[config.mk]
export PLATFORM = sky130hd
export DESIGN_NAME = rac_alarm_ctrl
export DESIGN_NICKNAME = d
export VERILOG_FILES = /design/src/rtl/rac_field_match.v /design/src/rtl/rac_alarm_ctrl.v
export VERILOG_INCLUDE_DIRS = /design/src /design/src/rtl
export SDC_FILE = /design/constraint.sdc
export NUM_CORES = 1
export LEC_CHECK = 0
export BUFFER_PORTS_ARGS = -buffer_cell sky130_fd_sc_hd__buf_2
export CAP_MARGIN = 10
export CORE_MARGIN = 1
export CORE_UTILIZATION = 55
export CTS_BUF_LIST = sky130_fd_sc_hd__clkbuf_8
export CTS_CLUSTER_DIAMETER = 40
export DETAILED_ROUTE_END_ITERATION = 8
export PLACE_DENSITY = 0.82
export SETUP_SLACK_MARGIN = 0.5
export SKIP_LAST_GASP = 1
export SLEW_MARGIN = 40
export SYNTH_ARGS = -nofsm -noshare
export SYNTH_HDL_FRONTEND = slang
export SYNTH_HIERARCHICAL = 1
export SYNTH_SLANG_ARGS = --single-unit
[constraint.sdc]
create_clock -name clk -period 4 [get_ports clk]
set_clock_uncertainty 0.1 [all_clocks]
set_input_delay 0.4 -clock clk [delete_from_list [all_inputs] [get_ports clk]]
set_output_delay 0.4 -clock clk [all_outputs]
set_load 0.1 [all_outputs]
[src/rtl/rac_map.vh]
`ifndef RAC_MAP_VH
`define RAC_MAP_VH
// ************************************************************
// Register offsets
// ************************************************************
`define RAC_OFF_CTRL        12'h000
`define RAC_OFF_ALARM_TIME  12'h004
`define RAC_OFF_ALARM_DATE  12'h008
`define RAC_OFF_NOW_TIME    12'h00c
`define RAC_OFF_NOW_DATE    12'h010
`define RAC_OFF_IRQ_STATUS  12'h014
`define RAC_OFF_IRQ_MASK    12'h018
// ************************************************************
// Alarm control fields
// ************************************************************
`define RAC_BIT_ARM         15
`define RAC_BIT_WRAP        14
`define RAC_BIT_PSL         13
`define RAC_BIT_UNSAFE      12
`define RAC_PER_HI          11
`define RAC_PER_LO          8
`define RAC_CNT_HI          7
`define RAC_CNT_LO          0
`define RAC_CTRL_RESET      32'h0000_0000
// ************************************************************
// Match periods
// ************************************************************
`define RAC_PER_HALF        4'h0
`define RAC_PER_SEC         4'h1
`define RAC_PER_10SEC       4'h2
`define RAC_PER_MIN         4'h3
`define RAC_PER_10MIN       4'h4
`define RAC_PER_HOUR        4'h5
`define RAC_PER_DAY         4'h6
`define RAC_PER_WEEK        4'h7
`define RAC_PER_MONTH       4'h8
`define RAC_PER_YEAR        4'h9
// ************************************************************
// Interrupt bits and timing
// ************************************************************
`define RAC_IRQ_EVENT       0
`define RAC_IRQ_DISARM      1
`define RAC_IRQ_W           2
`define RAC_GUARD_CYC       6'd32
`define RAC_MATCH_W         6
`endif

[src/rtl/rac_field_match.v]
`timescale 1ns/1ps
module rac_field_match #(
	parameter W = 8
) (
	input  wire [W-1:0] now_val,
	input  wire [W-1:0] alarm_val,
	input  wire         masked,
	output wire         hit
);
	assign hit = masked | (now_val == alarm_val);
endmodule // rac_field_match

[src/rtl/rac_alarm_ctrl.v]
`timescale 1ns/1ps
`include "rac_map.vh"
// What this block does
// Alarm events only while alarm_arm set.
// Wrap enabled: countdown 00 wraps to ff.
// Wrap disabled: countdown halts at 00.
// Disarmed: pulse start level writable, sets pulse.
// Armed: start level ignores writes, reads pulse.
// Read-unsafe flag set near half-second rollover.
// Software rereads countdown until two reads agree.
// Flag clears only beyond 32 cycles from rollover.
// Match period code selects alarm interval.
// Yearly on February 29 fires every four years.
// Software never programs reserved period codes.
// Event at 00 without wrap clears arm.
// Software avoids alarm writes while running and unsafe.
// Software reads complete within 32 bus cycles.
// Control bits 31 to 16 read zero.
// Countdown decrements on every alarm event above 00.
// Countdown N yields N plus one alarms.
// Event when unmasked time and date fields match.
// Pulse starts at start level, toggles per event.
module rac_alarm_ctrl (
	input  wire        clk,
	input  wire        rst_n,
	input  wire        half_sec_tick,
	input  wire [5:0]  ticks_to_half,
	input  wire        rtc_enable,
	input  wire [31:0] now_time,
	input  wire [31:0] now_date,
	input  wire        psel,
	input  wire        penable,
	input  wire        pwrite,
	input  wire [11:0] paddr,
	input  wire [31:0] pwdata,
	output wire        pready,
	output reg  [31:0] prdata,
	output wire        pslverr,
	output reg         alarm_pulse,
	output reg         alarm_event,
	output wire        irq
);
	// ************************************************************
	// Registers
	// ************************************************************
	reg        arm_r;
	reg        wrap_r;
	reg        psl_r;
	reg        unsafe_r;
	reg  [3:0] period_r;
	reg  [7:0] count_r;
	reg        half_r;
	reg [31:0] al_time_r;
	reg [31:0] al_date_r;
	reg [`RAC_IRQ_W-1:0] status_r;
	reg [`RAC_IRQ_W-1:0] mask_r;
	reg [31:0] rdata_nxt;
	wire       wr_en;
	wire       addr_ok;
	wire       ctrl_wr;
	wire [`RAC_MATCH_W-1:0] msk;
	wire [`RAC_MATCH_W-1:0] hit;
	wire [6:0] min_keep;
	wire [12:0] date_keep;
	wire       leap_ok;
	wire       fire;
	wire       disarm;
	// ************************************************************
	// APB slave
	// ************************************************************
	// Single-cycle access phase keeps every read well inside the safe window.
	assign pready  = 1'b1;
	assign wr_en   = psel & penable & pwrite;
	assign addr_ok = (paddr == `RAC_OFF_CTRL) | (paddr == `RAC_OFF_ALARM_TIME) |
		(paddr == `RAC_OFF_ALARM_DATE) | (paddr == `RAC_OFF_NOW_TIME) |
		(paddr == `RAC_OFF_NOW_DATE) | (paddr == `RAC_OFF_IRQ_STATUS) |
		(paddr == `RAC_OFF_IRQ_MASK);
	assign pslverr = psel & penable & ~addr_ok;
	assign ctrl_wr = wr_en & (paddr == `RAC_OFF_CTRL);
	// ************************************************************
	// Match logic
	// ************************************************************
	// Fields: 0 sub-second, 1 seconds ones, 2 seconds tens+minutes,
	// 3 hours, 4 weekday, 5 day and month.
	assign msk[0] = 1'b0;
	assign msk[1] = (period_r == `RAC_PER_HALF) | (period_r == `RAC_PER_SEC);
	assign msk[2] = (period_r <= `RAC_PER_10SEC);
	// Minute tens count from hourly up, minute ones from ten-minutely up.
	assign min_keep = {{3{period_r >= `RAC_PER_HOUR}}, {4{period_r >= `RAC_PER_10MIN}}};
	// The month only counts for the yearly period, on both sides alike.
	assign date_keep = {((period_r == `RAC_PER_YEAR) ? 5'h1f : 5'h00), 8'hff};
	assign msk[3] = (period_r <= `RAC_PER_HOUR);
	assign msk[4] = (period_r != `RAC_PER_WEEK);
	assign msk[5] = (period_r <= `RAC_PER_WEEK);
	rac_field_match #(.W(1)) u_m0 (
		.now_val   (half_r),
		.alarm_val (1'b1),
		.masked    (period_r == `RAC_PER_HALF),
		.hit       (hit[0])
	);
	rac_field_match #(.W(4)) u_m1 (
		.now_val   (now_time[11:8]),
		.alarm_val (al_time_r[11:8]),
		.masked    (msk[1]),
		.hit       (hit[1])
	);
	rac_field_match #(.W(11)) u_m2 (
		.now_val   ({now_time[22:16] & min_keep, now_time[14:12], 1'b0}),
		.alarm_val ({al_time_r[22:16] & min_keep, al_time_r[14:12], 1'b0}),
		.masked    (msk[2]),
		.hit       (hit[2])
	);
	rac_field_match #(.W(6)) u_m3 (
		.now_val   (now_time[29:24]),
		.alarm_val (al_time_r[29:24]),
		.masked    (msk[3]),
		.hit       (hit[3])
	);
	rac_field_match #(.W(3)) u_m4 (
		.now_val   (now_date[2:0]),
		.alarm_val (al_date_r[2:0]),
		.masked    (msk[4]),
		.hit       (hit[4])
	);
	rac_field_match #(.W(13)) u_m5 (
		.now_val   ({now_date[20:16], now_date[13:8], 2'b00} & date_keep),
		.alarm_val ({al_date_r[20:16], al_date_r[13:8], 2'b00} & date_keep),
		.masked    (msk[5]),
		.hit       (hit[5])
	);
	// Year digits in BCD: a multiple of four has an even tens digit with
	// ones 0, 4, 8 or an odd tens digit with ones 2, 6.
	assign leap_ok = ~((period_r == `RAC_PER_YEAR) && (al_date_r[20:8] == 13'h0229)) |
		(now_date[28] ? (now_date[27:24] == 4'h2 || now_date[27:24] == 4'h6)
		: (now_date[27:24] == 4'h0 || now_date[27:24] == 4'h4 ||
		now_date[27:24] == 4'h8));
	// Periods from one second up also need the sub-second, and from ten seconds up the second, to line up.
	// A control write in the same cycle wins, so the event is dropped there.
	assign fire = arm_r & ~ctrl_wr & half_sec_tick & (&hit) & leap_ok &
		((period_r == `RAC_PER_HALF) | half_r |
		(period_r != `RAC_PER_HALF & half_r)) &
		((period_r < `RAC_PER_10SEC) | (now_time[11:8] == al_time_r[11:8]));
	assign disarm = fire & (count_r == 8'h00) & ~wrap_r;
	// ************************************************************
	// Timekeeping-side state
	// ************************************************************
	always @(posedge clk) begin
		if (!rst_n) begin
			arm_r       <= 1'b0;
			wrap_r      <= 1'b0;
			psl_r       <= 1'b0;
			period_r    <= 4'h0;
			count_r     <= 8'h00;
			half_r      <= 1'b0;
			unsafe_r    <= 1'b0;
			alarm_pulse <= 1'b0;
			alarm_event <= 1'b0;
			al_time_r   <= 32'h0000_0000;
			al_date_r   <= 32'h0000_0000;
		end else begin
			alarm_event <= fire;
			if (half_sec_tick) begin
				half_r <= ~half_r;
			end
			unsafe_r <= (ticks_to_half <= `RAC_GUARD_CYC);
			if (ctrl_wr) begin
				wrap_r   <= pwdata[`RAC_BIT_WRAP];
				period_r <= pwdata[`RAC_PER_HI:`RAC_PER_LO];
				count_r  <= pwdata[`RAC_CNT_HI:`RAC_CNT_LO];
				arm_r    <= pwdata[`RAC_BIT_ARM];
				if (!arm_r) begin
					psl_r       <= pwdata[`RAC_BIT_PSL];
					alarm_pulse <= pwdata[`RAC_BIT_PSL];
				end
			end else if (fire) begin
				alarm_pulse <= ~alarm_pulse;
				if (count_r != 8'h00) begin
					count_r <= count_r - 8'h01;
				end else if (wrap_r) begin
					count_r <= 8'hff;
				end
				if (disarm) begin
					arm_r <= 1'b0;
				end
			end
			if (wr_en && paddr == `RAC_OFF_ALARM_TIME) begin
				al_time_r <= pwdata;
			end
			if (wr_en && paddr == `RAC_OFF_ALARM_DATE) begin
				al_date_r <= pwdata;
			end
		end
	end
	// ************************************************************
	// Interrupts
	// ************************************************************
	always @(posedge clk) begin
		if (!rst_n) begin
			status_r <= {`RAC_IRQ_W{1'b0}};
			mask_r   <= {`RAC_IRQ_W{1'b0}};
		end else begin
			// A new event beats a simultaneous write-one clear.
			status_r <= (status_r & ~((wr_en && paddr == `RAC_OFF_IRQ_STATUS) ?
				pwdata[`RAC_IRQ_W-1:0] : {`RAC_IRQ_W{1'b0}})) |
				{disarm, fire};
			if (wr_en && paddr == `RAC_OFF_IRQ_MASK) begin
				mask_r <= pwdata[`RAC_IRQ_W-1:0];
			end
		end
	end
	assign irq = |(status_r & mask_r);
	// ************************************************************
	// Read data
	// ************************************************************
	always @* begin
		rdata_nxt = 32'h0000_0000;
		case (paddr)
			`RAC_OFF_CTRL: begin
				rdata_nxt[`RAC_BIT_ARM]    = arm_r;
				rdata_nxt[`RAC_BIT_WRAP]   = wrap_r;
				rdata_nxt[`RAC_BIT_PSL]    = arm_r ? alarm_pulse : psl_r;
				rdata_nxt[`RAC_BIT_UNSAFE] = unsafe_r;
				rdata_nxt[`RAC_PER_HI:`RAC_PER_LO] = period_r;
				rdata_nxt[`RAC_CNT_HI:`RAC_CNT_LO] = count_r;
			end
			`RAC_OFF_ALARM_TIME: rdata_nxt = al_time_r;
			`RAC_OFF_ALARM_DATE: rdata_nxt = al_date_r;
			`RAC_OFF_NOW_TIME:   rdata_nxt = now_time;
			`RAC_OFF_NOW_DATE:   rdata_nxt = now_date;
			`RAC_OFF_IRQ_STATUS: rdata_nxt = {30'h0, status_r};
			`RAC_OFF_IRQ_MASK:   rdata_nxt = {30'h0, mask_r};
			default:             rdata_nxt = 32'h0000_0000;
		endcase
	end
	// Read data is registered in the setup cycle and shown in the access cycle.
	always @(posedge clk) begin
		if (!rst_n) begin
			prdata <= 32'h0000_0000;
		end else if (psel && !penable && !pwrite) begin
			prdata <= rdata_nxt;
		end
	end
endmodule // rac_alarm_ctrl

; ---- Word level (Yosys, flattened, before mapping)
; Cells that the tools add are included.
[word_totals]
latchBits = 0
rom_bits = 0
ff_bits = 119
word_cells = 129
output_inout_bits = 37
mem_bits_rw = 0
n_memories = 0
[classes]
shift = 0
magnitude_cmp = 7
bitwise = 44
reduce_logical = 27
div_mod_pow = 0
n_mux = 16
addsub = 1
mul = 0
eq_ne = 20
[op_table]
columns = cell, count
row1 = $pmux W16 S7, 1
row2 = $pmux W16 S4, 1
row3 = $eq A12 B5 Y1 const B, 3
row4 = $mux W8, 4
row5 = $and A13 B13 Y13, 2
row6 = $eq A12 B4 Y1 const B, 2
row7 = $or A1 B1 Y1, 16
row8 = $and A7 B7 Y7, 2
row9 = $and A1 B1 Y1, 13
row10 = $eq A13 B10 Y1 const B, 1
row11 = $eq A13 B13 Y1, 1
row12 = $eq A12 B3 Y1 const B, 1
row13 = $logic_not A12 Y1, 1
row14 = $eq A10 B10 Y1, 1
row15 = $eq A4 B3 Y1 const B, 2
row16 = $eq A4 B4 Y1 const B, 2
row17 = $ge A4 B3 Y1 const B, 2
row18 = $le A4 B3 Y1 const B, 2
row19 = $logic_not A4 Y1, 2
row20 = $logic_not A8 Y1, 1
row21 = $mux W1, 8
row22 = $reduce_and A2 Y1, 4
row23 = $reduce_bool A8 Y1, 1
row24 = $sub A8 B1 Y8 const B, 1
row25 = 24 further kinds, 41

; ---- Longest topological paths before layout
[logic_depth]
ltp_word = 15
ltp_mapped = 12
ltp_nobuf = 11

; ---- Modules after synthesis
; The synthesis kept the hierarchy.
[modules_own_cells]
columns = module, area_per_inst_um2, n_inst, cells_per_inst
row1 = rac_alarm_ctrl, 5720.5, 1, 723
row2 = rac_field_match (u_m5), 142.6, 1, 17
row3 = rac_field_match (u_m2), 122.6, 1, 15
row4 = rac_field_match (u_m3), 67.6, 1, 8
row5 = rac_field_match (u_m1), 45.0, 1, 5
row6 = rac_field_match (u_m4), 35.0, 1, 4
row7 = rac_field_match (u_m0), 15.0, 1, 2

; ---- Least setup slack after synthesis
; Ideal clock, no wire load.
[synth_path]
path_kind = reg2reg
start = reg period_r[2]
end = reg count_r[6]
path_stages_with_launch = 12
t_arrival_ns = 2.889
setup_ns = 0.074
slack_ns = 0.936
path_cell_list = dfxtp_1 > clkbuf_1 > and4bb_2 > and2_1 > xor2_1 > nor4_1 > a41o_1 > nand4_1 > nor4_4 > nand3_1 > or2_2 > a31oi_1
[synth_via]
elab_chain_cells = 12
word_cells_on_any_way = 38
[synth_rtl]
columns = item, line_no
row1 = "start, declared", rac_alarm_ctrl.v:50  ; reg [3:0] period_r;
row2 = "start signal, assigned", rac_alarm_ctrl.v:168  ; period_r <= pwdata[`RAC_PER_HI:`RAC_PER_LO];
row3 = $eq A4 B4 Y1 (no source line), --
row4 = $mux W5, rac_alarm_ctrl.v:91  ; assign date_keep = {((period_r == `RAC_PER_YEAR) ? 5'h1f : 5'h00), 8'hff};
row5 = $and A13 B13 Y13 (on tied branches), "rac_alarm_ctrl.v:126, rac_alarm_ctrl.v:127"
row6 = $eq A13 B13 Y1, rac_field_match.v:10  ; assign hit = masked | (now_val == alarm_val);
row7 = $or A1 B1 Y1 *, rac_field_match.v:10
row8 = via hit[5], rac_alarm_ctrl.v:62  ; wire [`RAC_MATCH_W-1:0] hit;
row9 = $reduce_and A6 Y1 *, rac_alarm_ctrl.v:139  ; assign fire = arm_r & ~ctrl_wr & half_sec_tick & (&hit) & leap_ok &
row10 = $and A1 B1 Y1 * (4 in series), rac_alarm_ctrl.v:139
row11 = $reduce_bool A2 Y1 (no source line) *, --
row12 = $reduce_and A2 Y1 (no source line) *, --
row13 = "end signal, assigned", rac_alarm_ctrl.v:169  ; count_r <= pwdata[`RAC_CNT_HI:`RAC_CNT_LO];
row14 = "end signal, assigned", rac_alarm_ctrl.v:178  ; count_r <= count_r - 8'h01;
row15 = "end, declared", rac_alarm_ctrl.v:51  ; reg [7:0] count_r;
; The timed path passes the listed nets; every way through them passes the cells marked *.
; A chain may end at the register's enable or synchronous reset.

; ---- Final worst setup path
; Same ends and word-level chain as after synthesis.

==> results_dict.tcl <==
set metrics [dict create \
    die_height_um 108 \
    synth_top_area_share_pct 38.7 \
    die-width_um 108 \
    synth_top_family_by_area "compound AO/OA/AOI/OAI gates" \
    final-hold-violation-count 0 \
    synthXorXnorAreaFrac_pct 6.55 \
    synth.area.top_cells "dfxtp_1, nand2_1, a21oi_1, a221oi_1, a22o_1" \
    tritoncts_num_sinks 119 \
    std_cell_rows 38 \
    vdd.ir_drop.worst_mv 0.182 \
    synth.most_common_cell "nand2_1" \
    max_slew.worst_pin.slew_ns 0.849 \
    setup-violations-final 0 \
    worstReg2RegStart "period_r[2]$_SDFFE_PN0P_" \
    min_cycle_time_layout_ns 3.29 \
    numnets_final 1033 \
    path_cells "and4bb_2 -> and2_1 -> xnor2_1 -> nand4_1 -> nor4_1 -> a41o_1 -> nand4_1 -> nor4_4 -> nand3_1 -> or2_2 -> a31oi_1" \
    post_synth_and_or_nand_nor_area_fraction_pct 22.9 \
    proportion_of_power_drawn_by_the_clock_network_pct 46.3 \
    power_leakage_nw 2.92 \
    grt_start_max_net_pins 79 \
    cell_internal_pwr_mw 1.92 \
    layout.filler_cells 925 \
    number_of_primary_i_o_pins 158 \
    final_util_pct 68.1 \
    post_cts_hold_buffer_count 0 \
    place_area_um2 6980 \
    maxSlewViolCount 0 \
    wire_length_of_the_first_global_routing_pass_um 28300 \
    synth_compound_area_share_pct 23.5 \
    critPathCaptureType "flip-flop" \
    synth_commonest_cells "nand2_1, dfxtp_1, a21oi_1, clkbuf_1, o21ai_0" \
    max-slew-margin-rel_pct 43.4 \
    cts_tree "yes" \
    htree_levels 4 \
    drc_errors 0 \
    worstHoldPathCells 2 \
    port_buffers 155 \
    post-dp-hpwl_um 12200 \
    route.detailed.wl_per_inst_um 16.8 \
    post_route_design_area_um2 7420 \
    groute.usage.overall_pct 31.8 \
    initial_utilization_pct 56.5 \
    hold_slack_ns 0.0246 \
    power_per_cell_area_nw_per_um2 341 \
    synth-warning-count 6 \
    status "complete, no violations" \
    antenna_left 0 \
    antenna_found_initial 0 \
    synth_largest_area_cell "dfxtp_1" \
    synth.ff_latch_count 119 \
    cpMaxStageDelayCell "dfxtp_1" \
    layout_worst_path_cycle_share_pct 82.4 \
    crit_top_cell "nand4_1" \
    seq_power_share_pct 46.9 \
    post_route_setup_tns_ns 0 \
    cp_data_required_time_ns 4.26 \
    worst_r2r_path_depth 11 \
    cell_family_with_most_cp_delay "simple AND/OR/NAND/NOR gates" \
    syn-cell-area_um2 6150 \
    synth.distinct_cells 58 \
    worst_hold_path.endpoint "unsafe_r$_SDFF_PN0_" \
    synth_fa_ha_area_share_pct 0.407 \
    ys_async_sr_fraction_pct 0 \
    area_growth_pct 20.7 \
    post_route_cells_drive_above_1_share_pct 24.4 \
    edff_count_synth 0 \
    worstReg2RegEnd "count_r[6]$_SDFFE_PN0P_" \
    detailedRoute.firstPassIterationCount 7 \
    grt_pass1_vias 5773 \
    total_cts_buffers 17 \
    detail_route.wirelength_um 17900 \
    path_buf_inv 0 \
    synth_cells 774 \
    unrepaired_setup_endpoints_after_global_routing "no" \
    power_switching_share_pct 24.3 \
    cts_setup_buffers 0 \
    antenna_cells 0 \
    power.net_switching_mw 0.614 \
    startpoint_type "flip-flop" \
    ctsRootBufferMaster "clkbuf_8" \
    fp.coreArea_um2 10900 \
    min_path_type "input pin to flip-flop" \
    drtIter0Drc 518 \
    worst_path_max_fanout 10 \
    max_stage_delay_ns 0.52 \
    cp_data_arrival_time_ns 3.55 \
    max_clock_freq_mhz 304 \
    worstSetupPathType "flip-flop to flip-flop" \
    avgSynthCellArea_um2 7.94 \
    min-delay-start "ticks_to_half[5]" \
    grt.overflow.total 0 \
    ctsLongestPathBuffers 2 \
    clk_pin_slew_ns 0.07 \
    dieArea_um2 11600 \
    insertion_delay_ns 0.44 \
    synth_sequential_area_ratio_pct 38.7 \
    design_power_total_mw 2.53 \
    maxCapViolCount 0 \
    combPwrFrac_pct 6.7 \
    post_drt_via_cell_ratio 5.90 \
    synth.area.mux_share_pct 2.69 \
    num_vias 6271 \
    r2r_setup_slack_ns 0.71 \
    routabilityCongestion 0.869 \
    most_used_flip_flop_cell_after_synthesis "dfxtp_1" \
]
how the worst max path moves through the flow:
stage | end | slack [ns] | cells past startpoint | from
after floorplan | count_r[6]$_SDFFE_PN0P_ | 0.94 | 11 | period_r[2]$_SDFFE_PN0P_
after global placement | count_r[6]$_SDFFE_PN0P_ | 0.79 | 11 | period_r[1]$_SDFFE_PN0P_
after detailed placement | count_r[6]$_SDFFE_PN0P_ | 0.74 | 11 | period_r[1]$_SDFFE_PN0P_
after CTS | count_r[6]$_SDFFE_PN0P_ | 0.71 | 11 | period_r[1]$_SDFFE_PN0P_
after global routing | count_r[6]$_SDFFE_PN0P_ | 0.52 | 10 | period_r[3]$_SDFFE_PN0P_
final | count_r[6]$_SDFFE_PN0P_ | 0.71 | 11 | period_r[2]$_SDFFE_PN0P_
layout by cell type (no fill, tap or decap), types with 10 or more instances in the layout:
| cell type | synthesis | routed |
|---|---|---|
| a21oi_1 | 82 | 82 |
| a221oi_1 | 26 | 26 |
| a22o_1 | 25 | 25 |
| and2_1 | 16 | 16 |
| buf_2 | 13 | 155 |
| buf_4 | 8 | 10 |
| clkbuf_8 | 0 | 20 |
| dfxtp_1 | 119 | 119 |
| inv_1 | 11 | 12 |
| mux2_2 | 10 | 10 |
| nand2_1 | 193 | 193 |
| nor2_1 | 14 | 12 |
| nor2b_1 | 14 | 14 |
| o21ai_0 | 30 | 30 |
| o21ai_1 | 17 | 17 |
| xnor2_1 | 23 | 23 |
| xor2_1 | 23 | 23 |
flip-flops by register name, indices dropped and copies added (netlist names):
register and flops:
al_date_r 32, count_r 8, prdata 32, wrap_r 1
mask_r 2, status_r 2, unsafe_r 1, period_r 4
psl_r 1, alarm_event 1, al_time_r 32, arm_r 1
alarm_pulse 1, half_r 1
through the flow:
stage | std cells | setup WS [ns]
after floorplan | 780 | 0.936
after global placement | 1030 | 0.793
after detailed placement | 1030 | 0.737
after CTS | 1062 | 0.714
after global routing | 1063 | 0.519
final | 1063 | 0.706
kinds of logic after synthesis:
logic type | count (synthesis)
AO/OA/AOI/OAI | 222
XOR/XNOR | 46
adder cells (fa/ha/maj) | 2
buffers and inverters | 69
flip-flops | 119
multiplexers | 14
other | 2
AND/OR/NAND/NOR | 300
power by group through the flow:
stage / clock network (mW) / logic (mW) / registers, mW
after global routing: 1.24 / 0.181 / 1.19
final: 1.17 / 0.170 / 1.19
after floorplan: 0 / 0.0685 / 1.22
after CTS: 1.17 / 0.167 / 1.19
after detailed placement: 0 / 0.166 / 1.22
after global placement: 0 / 0.166 / 1.21
layer usage:
layer	GRT usage [%]	share of wire [%]	vias up	wire [um]
li1	-	-	3005	-
met1	40.8	40	2910	7130
met2	51.3	48	305	8510
met3	6.23	9.3	51	1660
met4	14.9	3.4	0	603
met5	0	0	-	0
final cells by class:
cell class / count / area, um2 / area share, %
Sequential cell: 119 / 2380 / 32.1
Timing Repair Buffer: 168 / 902 / 12.2
Clock inverter: 12 / 151 / 2.04
Clock buffer: 20 / 275 / 3.71
Multi-Input combinational cell: 592 / 3490 / 47.0
Tap cell: 140 / 175 / 2.36
Inverter: 12 / 45.0 / 0.607
worst reg2reg max path, delay by kind of cell, from the launching register on:
| family | cells | cell delay (ns) |
|---|---|---|
| compound gates | 2 | 0.40 |
| simple gates | 8 | 2.06 |
| flops | 1 | 0.52 |
| xor+xnor | 1 | 0.15 |
repair_timing:
action                                  4_1_cts  5_1_grt
endpoints found under the hold margin         0        0
resized for setup                             0        1
endpoints found under the setup margin        0        2
Power figures use the tool's default switching activity.
